===== src/sut_cfg.svh =====
`ifndef SUT_CFG_SVH
`define SUT_CFG_SVH
// Register addresses on the plain port
`define SUT_ADDR_CTRL     8'h00
`define SUT_ADDR_RELOAD   8'h01
`define SUT_ADDR_FEED1    8'h02
`define SUT_ADDR_FEED2    8'h03
`define SUT_ADDR_UCFG     8'h04
`define SUT_ADDR_INTERRUPT_ENABLE_REG_ZERO     8'h05
`define SUT_ADDR_STATUS   8'h06
// Control register fields
`define SUT_CTRL_PRE_HI   7
`define SUT_CTRL_PRE_LO   5
`define SUT_CTRL_RUN      2
`define SUT_CTRL_TOF      1
`define SUT_CTRL_CLKSEL   0
// Configuration and enable fields
`define SUT_UCFG_RST_EN   7
`define SUT_UCFG_SAFE     4
`define SUT_INTERRUPT_ENABLE_REG_ZERO_TMR      6
// Reset values
`define SUT_CTRL_RESET    8'hE5
`define SUT_RELOAD_RESET  8'hFF
// Feed patterns
`define SUT_FEED1_VAL     8'hA5
`define SUT_FEED2_VAL     8'h5A
// Clock switch delay and reset hold
`define SUT_SWITCH_CYC    4
`define SUT_OSC_STABLE    16
`endif


===== src/sut_pkg.sv =====
package sut_pkg;
   typedef struct packed {
      logic [7:0] addr;
      logic [7:0] wdata;
      logic       wr;
      logic       rd;
   } sut_bus_req_t;

   typedef enum logic [1:0] {
      SUT_RUN  = 2'b00,
      SUT_RST  = 2'b01,
      SUT_WAIT = 2'b10
   } sut_rst_state_t;
endpackage : sut_pkg


===== src/sut_timer.sv =====
`timescale 1ns/10ps
`include "sut_cfg.svh"
// Summary of operation
// - Underflow with reset enabled asserts system reset
// - Only power-on reset clears timer state
// - Configuration bit seven enables underflow reset
// - Timer runs after power-on or watchdog reset
// - Run bit two starts, stops; power-on and watchdog resets set
// - Reset disabled: plain timer, interrupt via enable
// - Reset enable zero ignores safety bit
// - Reset on, safety off: clock select free
// - Safety forces clock, run; single write
// - Thirteen-bit prescaler feeds eight-bit down counter
// - Prescaler clock is peripheral or oscillator
// - Clock select change takes effect delayed
// - Reset mode: new values need feed
// - Timer reset held one watchdog clock
// - Execution restarts right after reset cycle
// - Powered down: wait oscillator stable first
// - Feed is A5 then 5A; bad feed resets
// - Reads allowed mid-feed; writes break feed
// - Valid feed loads counter and shadow control
// - Timer mode copies control every cycle
module sut_timer (
   // Clock and resets
   input  wire logic                 i_clock,
   input  wire logic                 i_rst,
   input  wire logic                 i_por,
   // Clock sources as one-cycle enables
   input  wire logic                 i_pclk_en,
   input  wire logic                 i_wdosc_en,
   // Power state
   input  wire logic                 i_powered_down,
   // Register port
   input  wire sut_pkg::sut_bus_req_t i_bus,
   output logic [7:0]                o_rdata,
   // System outputs
   output logic                      o_sys_reset,
   output logic                      o_osc_start,
   output logic                      o_irq
);
   logic [7:0] ctrl_reg;
   logic [7:0] shadow;
   logic [7:0] reload;
   logic [7:0] ucfg;
   logic [7:0] interrupt_enable_reg_zero;
   logic [7:0] down;
   logic       tof;
   logic       feed_armed;
   logic       ctrl_dirty;
   logic       locked_written;
   logic       clk_sel_eff;
   logic [2:0] switch_cnt;
   logic       wd_tick;
   logic       tap;
   logic       underflow;
   logic       rst_en;
   logic       safe;
   logic       run_eff;
   logic       sel_req;
   logic       wr_ctrl;
   logic       wr_reload;
   logic       wr_feed1;
   logic       wr_feed2;
   logic       good_feed;
   logic       bad_feed;
   logic       wd_reset_req;
   logic [4:0] stable_cnt;
   sut_pkg::sut_rst_state_t rst_state;

   assign rst_en = ucfg[`SUT_UCFG_RST_EN];
   assign safe   = rst_en && ucfg[`SUT_UCFG_SAFE];
   assign run_eff = safe ? 1'b1 : shadow[`SUT_CTRL_RUN];
   assign sel_req = safe ? 1'b1 : shadow[`SUT_CTRL_CLKSEL];

   assign wr_ctrl   = i_bus.wr && i_bus.addr == `SUT_ADDR_CTRL;
   assign wr_reload = i_bus.wr && i_bus.addr == `SUT_ADDR_RELOAD;
   assign wr_feed1  = i_bus.wr && i_bus.addr == `SUT_ADDR_FEED1
                      && i_bus.wdata == `SUT_FEED1_VAL;
   assign wr_feed2  = i_bus.wr && i_bus.addr == `SUT_ADDR_FEED2;
   assign good_feed = feed_armed && wr_feed2
                      && i_bus.wdata == `SUT_FEED2_VAL;
   assign bad_feed = (feed_armed && i_bus.wr && !good_feed)
                     || (!feed_armed && i_bus.wr
                         && (i_bus.addr == `SUT_ADDR_FEED2
                             || (i_bus.addr == `SUT_ADDR_FEED1
                                 && !wr_feed1)));

   assign wd_tick = run_eff && (clk_sel_eff ? i_wdosc_en : i_pclk_en);

   sut_prescaler #(
      .WIDTH(13)
   ) u_pre (
      .i_clock   (i_clock),
      .i_rst     (i_por),
      .i_tick    (wd_tick),
      .i_clear   (good_feed),
      .i_tap_sel (shadow[`SUT_CTRL_PRE_HI:`SUT_CTRL_PRE_LO]),
      .o_tap     (tap)
   );

   assign underflow = tap && down == 8'h00;

   assign wd_reset_req = rst_en && (underflow || (bad_feed && rst_en)
                         || (ctrl_dirty && i_bus.wr && !wr_feed1
                             && !feed_armed && !wr_ctrl));

   // Software copies; only power-on reset touches them
   always_ff @(posedge i_clock or posedge i_por) begin
      if (i_por) begin
         ctrl_reg       <= `SUT_CTRL_RESET;
         reload         <= `SUT_RELOAD_RESET;
         ucfg           <= 8'h00;
         interrupt_enable_reg_zero           <= 8'h00;
         locked_written <= 1'b0;
      end else begin
         if ((wr_ctrl || wr_reload) && !(safe && locked_written)) begin
            locked_written <= 1'b1;
            if (wr_ctrl) begin
               ctrl_reg <= i_bus.wdata;
            end else begin
               reload <= i_bus.wdata;
            end
         end
         if (i_bus.wr && i_bus.addr == `SUT_ADDR_UCFG) begin
            ucfg <= i_bus.wdata;
         end
         if (i_bus.wr && i_bus.addr == `SUT_ADDR_INTERRUPT_ENABLE_REG_ZERO) begin
            interrupt_enable_reg_zero <= i_bus.wdata;
         end
      end
   end

   // Shadow control and down counter
   always_ff @(posedge i_clock or posedge i_por) begin
      if (i_por) begin
         shadow <= `SUT_CTRL_RESET;
         down   <= `SUT_RELOAD_RESET;
      end else begin
         if (good_feed || !rst_en) begin
            shadow <= ctrl_reg;
         end
         if (o_sys_reset) begin
            shadow[`SUT_CTRL_RUN] <= 1'b1;
         end
         if (good_feed) begin
            down <= reload;
         end else if (tap) begin
            down <= down - 8'h01;
         end
      end
   end

   // Feed sequencing
   always_ff @(posedge i_clock or posedge i_por) begin
      if (i_por) begin
         feed_armed <= 1'b0;
         ctrl_dirty <= 1'b0;
      end else begin
         if (wr_feed1 && !feed_armed) begin
            feed_armed <= 1'b1;
         end else if (i_bus.wr) begin
            feed_armed <= 1'b0;
         end
         if (good_feed) begin
            ctrl_dirty <= 1'b0;
         end else if (wr_ctrl && rst_en) begin
            ctrl_dirty <= 1'b1;
         end
      end
   end

   // Timeout flag, set wins over a clear by a control write
   always_ff @(posedge i_clock or posedge i_por) begin
      if (i_por) begin
         tof <= 1'b0;
      end else if (underflow) begin
         tof <= 1'b1;
      end else if (wr_ctrl && !i_bus.wdata[`SUT_CTRL_TOF]) begin
         tof <= 1'b0;
      end
   end

   // Delayed clock source switch
   always_ff @(posedge i_clock or posedge i_por) begin
      if (i_por) begin
         clk_sel_eff <= 1'b1;
         switch_cnt  <= 3'h0;
      end else if (sel_req == clk_sel_eff) begin
         switch_cnt <= 3'h0;
      end else if (switch_cnt == 3'(`SUT_SWITCH_CYC - 1)) begin
         clk_sel_eff <= sel_req;
         switch_cnt  <= 3'h0;
      end else begin
         switch_cnt <= switch_cnt + 3'h1;
      end
   end

   // Reset generation
   always_ff @(posedge i_clock or posedge i_por) begin
      if (i_por) begin
         rst_state  <= sut_pkg::SUT_RUN;
         stable_cnt <= 5'h00;
      end else begin
         unique case (rst_state)
            sut_pkg::SUT_RUN: begin
               if (wd_reset_req) begin
                  rst_state <= sut_pkg::SUT_RST;
               end
            end
            sut_pkg::SUT_RST: begin
               if (clk_sel_eff ? i_wdosc_en : i_pclk_en) begin
                  if (i_powered_down) begin
                     rst_state  <= sut_pkg::SUT_WAIT;
                     stable_cnt <= 5'h00;
                  end else begin
                     rst_state <= sut_pkg::SUT_RUN;
                  end
               end
            end
            sut_pkg::SUT_WAIT: begin
               if (stable_cnt == 5'(`SUT_OSC_STABLE - 1)) begin
                  rst_state <= sut_pkg::SUT_RUN;
               end else begin
                  stable_cnt <= stable_cnt + 5'h01;
               end
            end
            default: begin
               rst_state <= sut_pkg::SUT_RUN;
            end
         endcase
      end
   end

   assign o_sys_reset = rst_state != sut_pkg::SUT_RUN;
   assign o_osc_start = rst_state == sut_pkg::SUT_WAIT;
   assign o_irq = !rst_en && tof && interrupt_enable_reg_zero[`SUT_INTERRUPT_ENABLE_REG_ZERO_TMR];

   // Read data one cycle later
   always_ff @(posedge i_clock or posedge i_rst) begin
      if (i_rst) begin
         o_rdata <= 8'h00;
      end else if (i_bus.rd) begin
         unique case (i_bus.addr)
            `SUT_ADDR_CTRL:   o_rdata <= {ctrl_reg[7:5], 2'b00, run_eff,
                                          tof, clk_sel_eff};
            `SUT_ADDR_RELOAD: o_rdata <= reload;
            `SUT_ADDR_UCFG:   o_rdata <= ucfg;
            `SUT_ADDR_INTERRUPT_ENABLE_REG_ZERO:   o_rdata <= interrupt_enable_reg_zero;
            `SUT_ADDR_STATUS: o_rdata <= down;
            default:          o_rdata <= 8'h00;
         endcase
      end else begin
         o_rdata <= 8'h00;
      end
   end
endmodule : sut_timer


===== src/sut_prescaler.sv =====
`timescale 1ns/10ps
`include "sut_cfg.svh"
module sut_prescaler #(
   parameter int WIDTH = 13
) (
   // Clock and reset
   input  wire logic       i_clock,
   input  wire logic       i_rst,
   // Count control
   input  wire logic       i_tick,
   input  wire logic       i_clear,
   input  wire logic [2:0] i_tap_sel,
   // Tap pulse
   output logic            o_tap
);
   logic [WIDTH-1:0] count;
   logic [WIDTH-1:0] next_count;
   logic [3:0]       tap_bit;

   assign next_count = count + 1'b1;
   // Taps at bits 5,6..12 selected by three prescale bits
   assign tap_bit = 4'(i_tap_sel) + 4'h5;

   always_ff @(posedge i_clock or posedge i_rst) begin
      if (i_rst) begin
         count <= '0;
      end else if (i_clear) begin
         count <= '0;
      end else if (i_tick) begin
         count <= next_count;
      end
   end

   // A tap fires when the chosen bit rolls over to zero
   assign o_tap = i_tick && !i_clear && count[tap_bit]
                  && !next_count[tap_bit];
endmodule : sut_prescaler


===== config.mk =====
export PLATFORM = sky130hd
export DESIGN_NAME = sut_timer
export DESIGN_NICKNAME = d
export VERILOG_FILES = /design/src/sut_pkg.sv /design/src/sut_timer.sv /design/src/sut_prescaler.sv
export VERILOG_INCLUDE_DIRS = /design/src /design/src/src
export SDC_FILE = /design/constraint.sdc
export NUM_CORES = 1
export LEC_CHECK = 0
export ABC_AREA = 1
export ABC_CLOCK_PERIOD_IN_PS = 3500
export BUFFER_PORTS_ARGS = -buffer_cell sky130_fd_sc_hd__buf_2
export CORE_MARGIN = 1.5
export CORE_UTILIZATION = 62
export CTS_BUF_LIST = sky130_fd_sc_hd__clkbuf_4 sky130_fd_sc_hd__clkbuf_8
export DETAILED_ROUTE_END_ITERATION = 6
export GPL_TIMING_DRIVEN = 0
export HOLD_SLACK_MARGIN = 0.1
export PLACE_DENSITY = 0.83
export RECOVER_POWER = 50
export SETUP_SLACK_MARGIN = 0.2
export SLEW_MARGIN = 0
export SYNTH_ARGS = -nofsm -noshare
export SYNTH_HDL_FRONTEND = slang
export SYNTH_SLANG_ARGS = --single-unit

===== constraint.sdc =====
create_clock -name i_clock -period 3.5 [get_ports i_clock]
set_input_delay 1.05 -clock i_clock [delete_from_list [all_inputs] [get_ports i_clock]]
set_output_delay 1.05 -clock i_clock [all_outputs]
set_load 0.1 [all_outputs]

==> results.sh, run 1 <==
export IMPL_outcome="finished clean"
export IMPL_hold_viol=0
export IMPL_coreArea_um2=6756
export IMPL_place_ws_ns=0.5843
export IMPL_crit_arrival_ns=2.78
export IMPL_finalSetupTns_ns=0
export IMPL_ant_nets=0
export IMPL_cts_setup_buffers=0
export IMPL_yosys_warnings=0
export IMPL_grt_max_degree=71
export IMPL_cap_violations=0
export IMPL_root_buffer="clkbuf_8"
export IMPL_antenna_found_initial=0
export IMPL_setup_slack_ns=0.9432
export IMPL_grt_remaining_overflow=0
export IMPL_cts_sinks=78
export IMPL_grtUsageMet1_pct=41.70
export IMPL_cp_start_kind="primary input"
export IMPL_hp_start="switch_cnt[0]$_DFF_PP0_"
export IMPL_grt_usage_pct=29.42
export IMPL_via_per_inst=5.760
export IMPL_synth_top_area_share_pct=29.71
export IMPL_setup_viol=0
export IMPL_ys_seq_area_share_pct=46.23
export IMPL_insertedDiodeCount=0
export IMPL_tightest_slew_ns=1.409
export IMPL_cp_end_kind="flip-flop"
export IMPL_nets=628
export IMPL_cts_hold_buf=0
export IMPL_place_congestion=0.9308
export IMPL_grt_pass1_vias=3653
export IMPL_die_area_um2=7436
export IMPL_synth_cells=554
export IMPL_wire_per_inst_um=15.09
export IMPL_synth_cell_types=41
export IMPL_cts_buffers=9
export IMPL_fillCellCount=527
export IMPL_hp_class="flip-flop to flip-flop"
export IMPL_p_per_area_nw_per_um2=536.2
export IMPL_wl_mm=10.31
export IMPL_pin_count=35
export IMPL_placementRows=30
export IMPL_die_w_um=86.24
export IMPL_ys_ff_latch=78
export IMPL_gr_usage_met2_pct=45.17
export IMPL_drive_above_1_share_pct=18.24
export IMPL_min_to="switch_cnt[0]$_DFF_PP0_"
export IMPL_clock_tree_buffer_depth=2
export IMPL_maxSlewViolCount=0
export IMPL_port_buffers=33
export IMPL_fin_skew_ns=0.01300
export IMPL_cts_tree="built"
export IMPL_avgSynthCellArea_um2=7.753
export IMPL_multi_input_area_um2=2004
export IMPL_finalCritPeriodShare_pct=73.05
export IMPL_layout_min_cycle_time_ns=2.557
export IMPL_place_area_um2=4563
export IMPL_synth_edff_count=0
export IMPL_ir_worst_vdd_mv=0.3210
export IMPL_netlist_top_cells_area="dfrtp_1 (30%), dfstp_2 (17%), nand2_1 (14%)"
export IMPL_post_synth_top_area_cell="dfrtp_1"
export IMPL_reg2reg_depth=12
export IMPL_rsz0062_at_grt="false"
export IMPL_relSlewSlack_pct=6.097
export IMPL_cp_max_fo=10
export IMPL_clkLatencyLatePin_ns=0.35
export IMPL_use_met3_pct=6.476
export IMPL_start_util_pct=63.57
export IMPL_clkSlewWorstSetupHoldPaths_ns=0.09
export IMPL_synth_async_reset_ratio_pct=100.0
export IMPL_synthesis_nets=584
export IMPL_grt_pass1_wl_mm=16.94
export IMPL_timing_rr_end="down[5]$_DFFE_PP1P_"
export IMPL_path_class="primary input to flip-flop"
export IMPL_drc=0
export IMPL_area_growth_pct=11.42
export IMPL_r2r_slack_ns=1.17
export IMPL_final_seq_area_um2=1986
export IMPL_whs_ns=0.4499
export IMPL_final_cell_area_um2=4786
export IMPL_fmaxAchievable_ghz=0.3911
export IMPL_largest_register_ff_count=13
export IMPL_synth_ff_type="dfrtp_1"
export IMPL_h_tree_depth=3
export IMPL_gr_max_usage_layer="met2"
export IMPL_drtPass1Iterations=5
export IMPL_hold_depth=1
export IMPL_dp_hpwl_mm=7.587
export IMPL_drt_iter0_drc=288
export IMPL_die_y_um=86.24
export IMPL_timing_rr_start="shadow[6]$_DFFE_PP1P_"
export IMPL_netlist_area_um2=4295
export IMPL_vias=3934
export IMPL_cp_required_ns=3.73
export IMPL_cellLeakagePower_nw=2.243
export IMPL_cts_resized=0
export IMPL_regMostFlops="u_pre.count"
==> metrics by stage <==
| step | utilization [%] | total power [mW] | cells |
|---|---|---|---|
| 3_3_place_gp | 67.50 | 1.765 | 667 |
| 6_report | 70.83 | 2.566 | 683 |
| 5_1_grt | 70.83 | 2.696 | 683 |
| 2_1_floorplan | - | 1.634 | 554 |
| 3_5_place_dp | 67.54 | 1.792 | 667 |
| 4_1_cts | 70.89 | 2.557 | 683 |
==> layout by cell type, fill, tap and decap left out, types with 10 or more instances in the layout <==
cell type | netlist | routed
clkbuf_8 | 0 | 10
a21oi_1 | 14 | 14
inv_1 | 63 | 62
dfstp_2 | 27 | 27
nor2_1 | 33 | 33
o21ai_0 | 65 | 65
nand3_1 | 40 | 40
dfrtp_1 | 51 | 51
nor3_1 | 10 | 10
buf_2 | 4 | 36
nand2_1 | 162 | 162
==> worst max path at each step <==
stage | startpoint | cells after the start | slack [ns] | end
global placement | i_por | 2 | -0.09 | interrupt_enable_reg_zero[1]$_DFFE_PP0P_
CTS | rst_state[0]$_DFFE_PP0P_ | 2 | 0.93 | o_osc_start
floorplan | ucfg[7]$_DFFE_PP0P_ | 2 | 0.70 | o_irq
global route | i_bus[7] | 8 | 0.81 | u_pre.count[8]$_DFFE_PP0P_
finish | i_bus[7] | 8 | 0.94 | u_pre.count[12]$_DFFE_PP0P_
detailed placement | i_bus[17] | 9 | 0.58 | o_rdata[4]$_DFF_PP0_
==> where the power goes <==
| part | internal [mW] | total, mW | leakage (nW) | switching, mW |
|---|---|---|---|---|
| logic | 0.213 | 0.602 | 1.17 | 0.389 |
| registers | 1.07 | 1.19 | 0.955 | 0.125 |
| clock network | 0.431 | 0.772 | 0.113 | 0.341 |
| total | 1.71 | 2.57 | 2.24 | 0.855 |
==> kinds of logic after synthesis <==
family                     count (synthesis)  share of synthesized area [%]
and+or+nand+nor                          273                          27.64
AOI/OAI and AO/OA                        111                          15.32
DFF                                       78                          46.23
buffers and inverters                     77                          7.107
xor gates and xnor gates                   7                          1.427
adders and majority gates                  6                          1.748
muxes                                      2                         0.5243
==> worst max-delay path: stages <==
cell and delay (ns):
buf_2 0.09, inv_1 0.14, nand4_1 0.20, nor3_1 0.37, nand2_1 0.27, nand2_1 0.13, clkbuf_1 0.38, o22ai_1 0.15
==> layout make-up <==
| class | count | share of cell area (%) |
|---|---|---|
| multi-input combinational | 399 | 41.88 |
| sequential | 78 | 41.49 |
| inverter | 67 | 5.255 |
| timing repair buffer | 33 | 3.451 |
| clock buffer | 11 | 3.033 |
| tap | 80 | 2.092 |
| clock inverter | 5 | 1.699 |
| buffer | 10 | 1.098 |
==> routing by layer <==
layer | part of all wire, % | wire length, µm | vias to the layer above
li1 | - | - | 1915
met1 | 46 | 4718 | 1852
met2 | 46 | 4763 | 150
met3 | 6.5 | 666 | 17
met4 | 1.5 | 158 | 0
met5 | 0 | 0 | -
==> cells in the mapped netlist, drive strengths merged (5+ instances only) <==
master,number
buf,5
nand2,170
nand4,7
clkbuf,5
xor2,6
dfrtp,51
inv,63
o211ai,6
nor2,38
dfstp,27
nor3,11
a21oi,15
ha,6
nand3,42
o21ai,74
Note: power is estimated with default switching activity, not from simulation.
==> run 2, diff against run 1 <==
--- a/config.mk
+++ b/config.mk
@@ -7,7 +7,7 @@
 export NUM_CORES = 1
 export LEC_CHECK = 0
 export ABC_AREA = 1
-export ABC_CLOCK_PERIOD_IN_PS = 3500
+export ABC_CLOCK_PERIOD_IN_PS = 2600
 export BUFFER_PORTS_ARGS = -buffer_cell sky130_fd_sc_hd__buf_2
 export CORE_MARGIN = 1.5
 export CORE_UTILIZATION = 62
==> constraint.sdc (replaced) <==
create_clock -name i_clock -period 2.6 [get_ports i_clock]
set_input_delay 0.78 -clock i_clock [delete_from_list [all_inputs] [get_ports i_clock]]
set_output_delay 0.78 -clock i_clock [all_outputs]
set_load 0.1 [all_outputs]
==> run 2 against run 1 <==
The run now ends with capacitance limit left. Die area is the same. Combinational power grew 34%. Highest routed layer unchanged. Largest power group unchanged. Setup slack lost 0.61 ns.
==> results.sh, run 2 (synthesized netlist as in run 1, its figures left out) <==
export IMPL_drive_above_1_share_pct=19.54
export IMPL_cts_resized=0
export IMPL_ir_worst_vdd_mv=0.4682
export IMPL_largest_register_ff_count=13
export IMPL_crit_arrival_ns=2.52
export IMPL_nets=629
export IMPL_fillCellCount=549
export IMPL_antenna_found_initial=0
export IMPL_utilization_pct=71.43
export IMPL_pin_count=35
export IMPL_cap_violations=1
export IMPL_regMostFlops="u_pre.count"
export IMPL_coreArea_um2=6756
export IMPL_final_cells=684
export IMPL_setup_viol=0
export IMPL_start_util_pct=63.57
export IMPL_port_buffers=33
export IMPL_cp_depth=9
export IMPL_cellLeakagePower_nw=2.258
export IMPL_cts_sinks=78
export IMPL_dp_cells=668
export IMPL_multi_input_area_um2=2012
export IMPL_crit_chain="buf_2 -> nor2_1 -> nand2_1 -> nor2_1 -> inv_1 -> nor3_2 -> a21oi_1 -> a31o_2 -> a41oi_1"
export IMPL_final_seq_area_um2=1986
export IMPL_place_area_um2=4589
export IMPL_place_congestion=0.9492
export IMPL_grt_remaining_overflow=0
export IMPL_critPathTopFamily="simple AND/OR/NAND/NOR gates"
export IMPL_reg2reg_depth=12
export IMPL_grt_pass1_vias=3515
export IMPL_violations="capacitance limit"
export IMPL_wl_met1_mm=4.743
export IMPL_hp_class="primary input to async pin"
export IMPL_fmaxAchievable_ghz=0.4414
export IMPL_cts_tree="built"
export IMPL_layout_min_cycle_time_ns=2.265
export IMPL_vias=3882
export IMPL_clock_tree_buffer_depth=2
export IMPL_final_cell_area_um2=4826
export IMPL_power_mw=3.456
export IMPL_setup_slack_ns=0.3346
export IMPL_grt_max_degree=40
export IMPL_clkLatencyLatePin_ns=0.35
export IMPL_clkSlewWorstSetupHoldPaths_ns=0.08
export IMPL_final_common_cell="nand2_1"
export IMPL_r2r_slack_ns=0.36
export IMPL_wl_met3_um=692
export IMPL_insertedDiodeCount=0
export IMPL_p_per_area_nw_per_um2=716.1
export IMPL_h_tree_depth=3
export IMPL_outcome="finished, violations left"
export IMPL_maxUsedRoutingLayer="met4"
export IMPL_area_growth_pct=12.35
export IMPL_dp_hpwl_mm=7.638
export IMPL_cp_slowest_cell="nor3_2"
export IMPL_hold_viol=0
export IMPL_cts_setup_buffers=0
export IMPL_finalCritPeriodShare_pct=87.13
export IMPL_final_cell_mix="nand2_1 (161), o21ai_0 (65), inv_1 (62), dfrtp_1 (51), nand3_1 (40)"
export IMPL_cts_hold_buf=0
export IMPL_path_class="primary input to flip-flop"
export IMPL_wl_mm=10.28
export IMPL_rsz0062_at_grt="false"
export IMPL_die_area_um2=7436
export IMPL_ant_nets=0
export IMPL_drc=0
export IMPL_cp_end_kind="flip-flop"
export IMPL_cp_max_fo=9
export IMPL_drt_iter0_drc=293
export IMPL_maxSlewViolCount=0
export IMPL_die_w_um=86.24
export IMPL_tightest_slew_ns=1.452
export IMPL_grt_usage_pct=29.51
export IMPL_root_buffer="clkbuf_8"
export IMPL_place_ws_ns=-0.01305
export IMPL_drtPass1Iterations=5
export IMPL_relSlewSlack_pct=2.646
export IMPL_cp_start_kind="primary input"
export IMPL_via_per_inst=5.675
export IMPL_fin_skew_ns=0.009919
export IMPL_cp_required_ns=2.85
export IMPL_crit_top_cell="nor2_1"
export IMPL_route_met2_wl_mm=4.702
export IMPL_placementRows=30
export IMPL_die_y_um=86.24
export IMPL_wire_per_inst_um=15.04
export IMPL_slowest_delay_ns=0.43
export IMPL_grt_pass1_wl_mm=16.88
export IMPL_cts_buffers=9
export IMPL_finalSetupTns_ns=0
export IMPL_crit_buf_inv=2
export IMPL_whs_ns=0.3518
==> run 2: path summary, 6_finish.rpt <==
check / to / startpoint
worst max-delay path: o_rdata[4]$_DFF_PP0_ / i_bus[15]
worst min-delay path: o_rdata[1]$_DFF_PP0_ / i_rst
worst max register to register: down[5]$_DFFE_PP1P_ / shadow[6]$_DFFE_PP1P_
worst min register to register: switch_cnt[0]$_DFF_PP0_ / switch_cnt[0]$_DFF_PP0_
max in group asynchronous: ctrl_reg[7]$_DFFE_PP1P_ / i_por
min in group i_clock: switch_cnt[0]$_DFF_PP0_ / switch_cnt[0]$_DFF_PP0_
==> run 2: power by group <==
part / total [mW] / leakage [nW] / switching (mW) / internal (mW)
registers: 1.61 / 0.955 / 0.175 / 1.44
logic: 0.807 / 1.19 / 0.516 / 0.291
clock network: 1.04 / 0.117 / 0.455 / 0.582
==> run 2: metal layers <==
layer,vias up,track usage (%)
met5,-,0
met4,0,9.091
met3,13,5.905
met2,141,43.81
met1,1818,44.04
li1,1910,-
==> run 2: layout make-up <==
| type | instances | share of cell area (%) |
|---|---|---|
| plain buffers | 10 | 1.141 |
| flip-flops and latches | 78 | 41.15 |
| well taps | 80 | 2.074 |
| repair buffers | 34 | 3.837 |
| clock buffers | 11 | 3.008 |
| multi-input cells | 399 | 41.69 |
| inverters | 67 | 5.393 |
| clock inverters | 5 | 1.711 |
==> run 3, diff against run 2 <==
--- a/config.mk
+++ b/config.mk
@@ -7,15 +7,14 @@
 export NUM_CORES = 1
 export LEC_CHECK = 0
 export ABC_AREA = 1
-export ABC_CLOCK_PERIOD_IN_PS = 2600
+export ABC_CLOCK_PERIOD_IN_PS = 1900
 export BUFFER_PORTS_ARGS = -buffer_cell sky130_fd_sc_hd__buf_2
 export CORE_MARGIN = 1.5
-export CORE_UTILIZATION = 62
+export CORE_UTILIZATION = 56
 export CTS_BUF_LIST = sky130_fd_sc_hd__clkbuf_4 sky130_fd_sc_hd__clkbuf_8
 export DETAILED_ROUTE_END_ITERATION = 6
-export GPL_TIMING_DRIVEN = 0
 export HOLD_SLACK_MARGIN = 0.1
-export PLACE_DENSITY = 0.83
+export PLACE_DENSITY = 0.79
 export RECOVER_POWER = 50
 export SETUP_SLACK_MARGIN = 0.2
 export SLEW_MARGIN = 0
==> constraint.sdc (replaced) <==
create_clock -name i_clock -period 1.9 [get_ports i_clock]
set_input_delay 0.57 -clock i_clock [delete_from_list [all_inputs] [get_ports i_clock]]
set_output_delay 0.57 -clock i_clock [all_outputs]
set_load 0.1 [all_outputs]
==> run 3 against run 2 <==
The flow now finishes without violations. Non-clock buffer count up 53. Final cell count up 11%. Power up 40%. Die area up 10%. Sequential power up 39%. Worst hold slack worse by 0.23 ns. Via count up 9.2%. Critical path depth up 3. Largest cell class unchanged.
==> results.sh, run 3 (synthesized netlist as in run 1, its figures left out) <==
export IMPL_final_common_cell="nand2_1"
export IMPL_cts_tree="built"
export IMPL_drive_above_1_share_pct=32.02
export IMPL_crit_arrival_ns=2.20
export IMPL_drt_iter0_drc=320
export IMPL_finalSetupTns_ns=0
export IMPL_crit_start="shadow[5]$_DFFE_PP1P_"
export IMPL_antenna_found_initial=0
export IMPL_die_y_um=90.58
export IMPL_clock_tree_buffer_depth=2
export IMPL_timing_rr_start="shadow[5]$_DFFE_PP1P_"
export IMPL_layout_min_cycle_time_ns=1.896
export IMPL_cp_end_kind="flip-flop"
export IMPL_maxSlewViolCount=0
export IMPL_r2r_slack_ns=0.004
export IMPL_utilization_pct=74.74
export IMPL_via_per_inst=5.592
export IMPL_grt_pass1_wl_mm=19.92
export IMPL_pin_count=35
export IMPL_regMostFlops="u_pre.count"
export IMPL_nets=684
export IMPL_p_per_area_nw_per_um2=879.9
export IMPL_cellLeakagePower_nw=2.558
export IMPL_dp_cells=730
export IMPL_cp_max_fo=8
export IMPL_coreArea_um2=7331
export IMPL_largest_register_ff_count=13
export IMPL_insertedDiodeCount=0
export IMPL_hp_class="primary input to async pin"
export IMPL_final_seq_area_um2=1991
export IMPL_h_tree_depth=3
export IMPL_outcome="finished clean"
export IMPL_timing_rr_end="down[1]$_DFFE_PP1P_"
export IMPL_finalCritPeriodShare_pct=99.77
export IMPL_wire_per_inst_um=15.66
export IMPL_multi_input_area_um2=2216
export IMPL_port_buffers=34
export IMPL_area_growth_pct=27.56
export IMPL_place_congestion=0.9519
export IMPL_cts_hold_buf=0
export IMPL_grt_usage_pct=30.92
export IMPL_wl_mm=11.87
export IMPL_fillCellCount=537
export IMPL_fmaxAchievable_ghz=0.5275
export IMPL_die_w_um=90.58
export IMPL_path_class="flip-flop to flip-flop"
export IMPL_cp_start_kind="flip-flop"
export IMPL_reg2reg_depth=12
export IMPL_dp_hpwl_mm=8.764
export IMPL_rsz0062_at_grt="true"
export IMPL_place_area_um2=5087
export IMPL_drtPass1Iterations=5
export IMPL_drc=0
export IMPL_cts_buffers=9
export IMPL_final_cell_area_um2=5479
export IMPL_grt_max_degree=27
export IMPL_ant_nets=0
export IMPL_die_area_um2=8205
export IMPL_fin_skew_ns=0.01049
export IMPL_tightest_slew_ns=1.157
export IMPL_cts_sinks=78
export IMPL_root_buffer="clkbuf_8"
export IMPL_setup_viol=0
export IMPL_endpoint="down[1]$_DFFE_PP1P_"
export IMPL_vias=4239
export IMPL_start_util_pct=58.59
export IMPL_grt_pass1_vias=4135
export IMPL_relSlewSlack_pct=22.42
export IMPL_clkLatencyLatePin_ns=0.37
export IMPL_final_cells=758
export IMPL_ir_worst_vdd_mv=0.4628
export IMPL_cap_violations=0
export IMPL_final_cell_mix="nand2_1 (152), o21ai_0 (60), buf_4 (59), inv_1 (56), dfrtp_1 (47)"
export IMPL_cp_required_ns=2.21
export IMPL_grt_remaining_overflow=0
export IMPL_hold_viol=0
export IMPL_placementRows=31
export IMPL_clkSlewWorstSetupHoldPaths_ns=0.09
[run 3: power breakdown]
group	switching, mW	internal [mW]	total, mW	leakage, nW
combinational	0.845	0.573	1.42	1.52
sequential	0.259	1.97	2.23	0.949
clock	0.685	0.487	1.17	0.0866
[run 3: area by class of cell]
| class | instances | area share [%] |
|---|---|---|
| Sequential cell | 78 | 36.33 |
| Inverter | 67 | 4.796 |
| Clock buffer | 9 | 2.261 |
| Tap cell | 99 | 2.261 |
| Multi-Input combinational cell | 401 | 40.44 |
| Timing Repair Buffer | 97 | 12.90 |
| Clock inverter | 7 | 1.005 |
[run 3: per-stage QoR]
step	power, mW	hold WS (ns)	setup WS, ns
final	4.821	0.1190	0.004282
after global routing	5.070	0.1466	-0.1658
after CTS	4.763	0.1225	0.001787
after detailed placement	3.468	0.4718	-0.1366
after global placement	3.408	0.4330	-0.04683
after floorplan	3.022	0.3857	0.07522
[run 3: worst min path at each step]
stage / endpoint / slack (ns) / depth (start not counted)
floorplan: o_rdata[0]$_DFF_PP0_ / 0.39 / 1
finish: o_rdata[5]$_DFF_PP0_ / 0.12 / 2
detailed placement: switch_cnt[0]$_DFF_PP0_ / 0.47 / 1
global placement: switch_cnt[0]$_DFF_PP0_ / 0.43 / 1
CTS: o_rdata[5]$_DFF_PP0_ / 0.12 / 2
global route: o_rdata[5]$_DFF_PP0_ / 0.15 / 2
[run 3: timing repair]
| action | 4_1_cts | 5_1_grt |
|---|---|---|
| resized for setup | 32 | 21 |
| pin swaps | 16 | 8 |
| buffers inserted | 9 | 1 |
| endpoints found under the setup margin | 16 | 43 |
| gates cloned | 1 | 1 |
[run 3: layer usage]
layer	vias up	share of wire (%)	global-route usage (%)
li1	2028	-	-
met2	189	47	49.62
met4	0	2.5	10.98
met1	1995	42	41.57
met3	27	8.3	6.229
met5	-	0	0
[run 3: critical path, cell delays in order (launching register included)]
cell,delay [ns]
dfstp_2,0.57
ha_4,0.23
clkinv_4,0.08
a21oi_1,0.05
o21ai_1,0.08
nand3_1,0.10
nand3_1,0.10
nand3_2,0.10
a21oi_4,0.19
nand2_4,0.11
nand2_8,0.12
nand2_2,0.06
o21ai_2,0.06
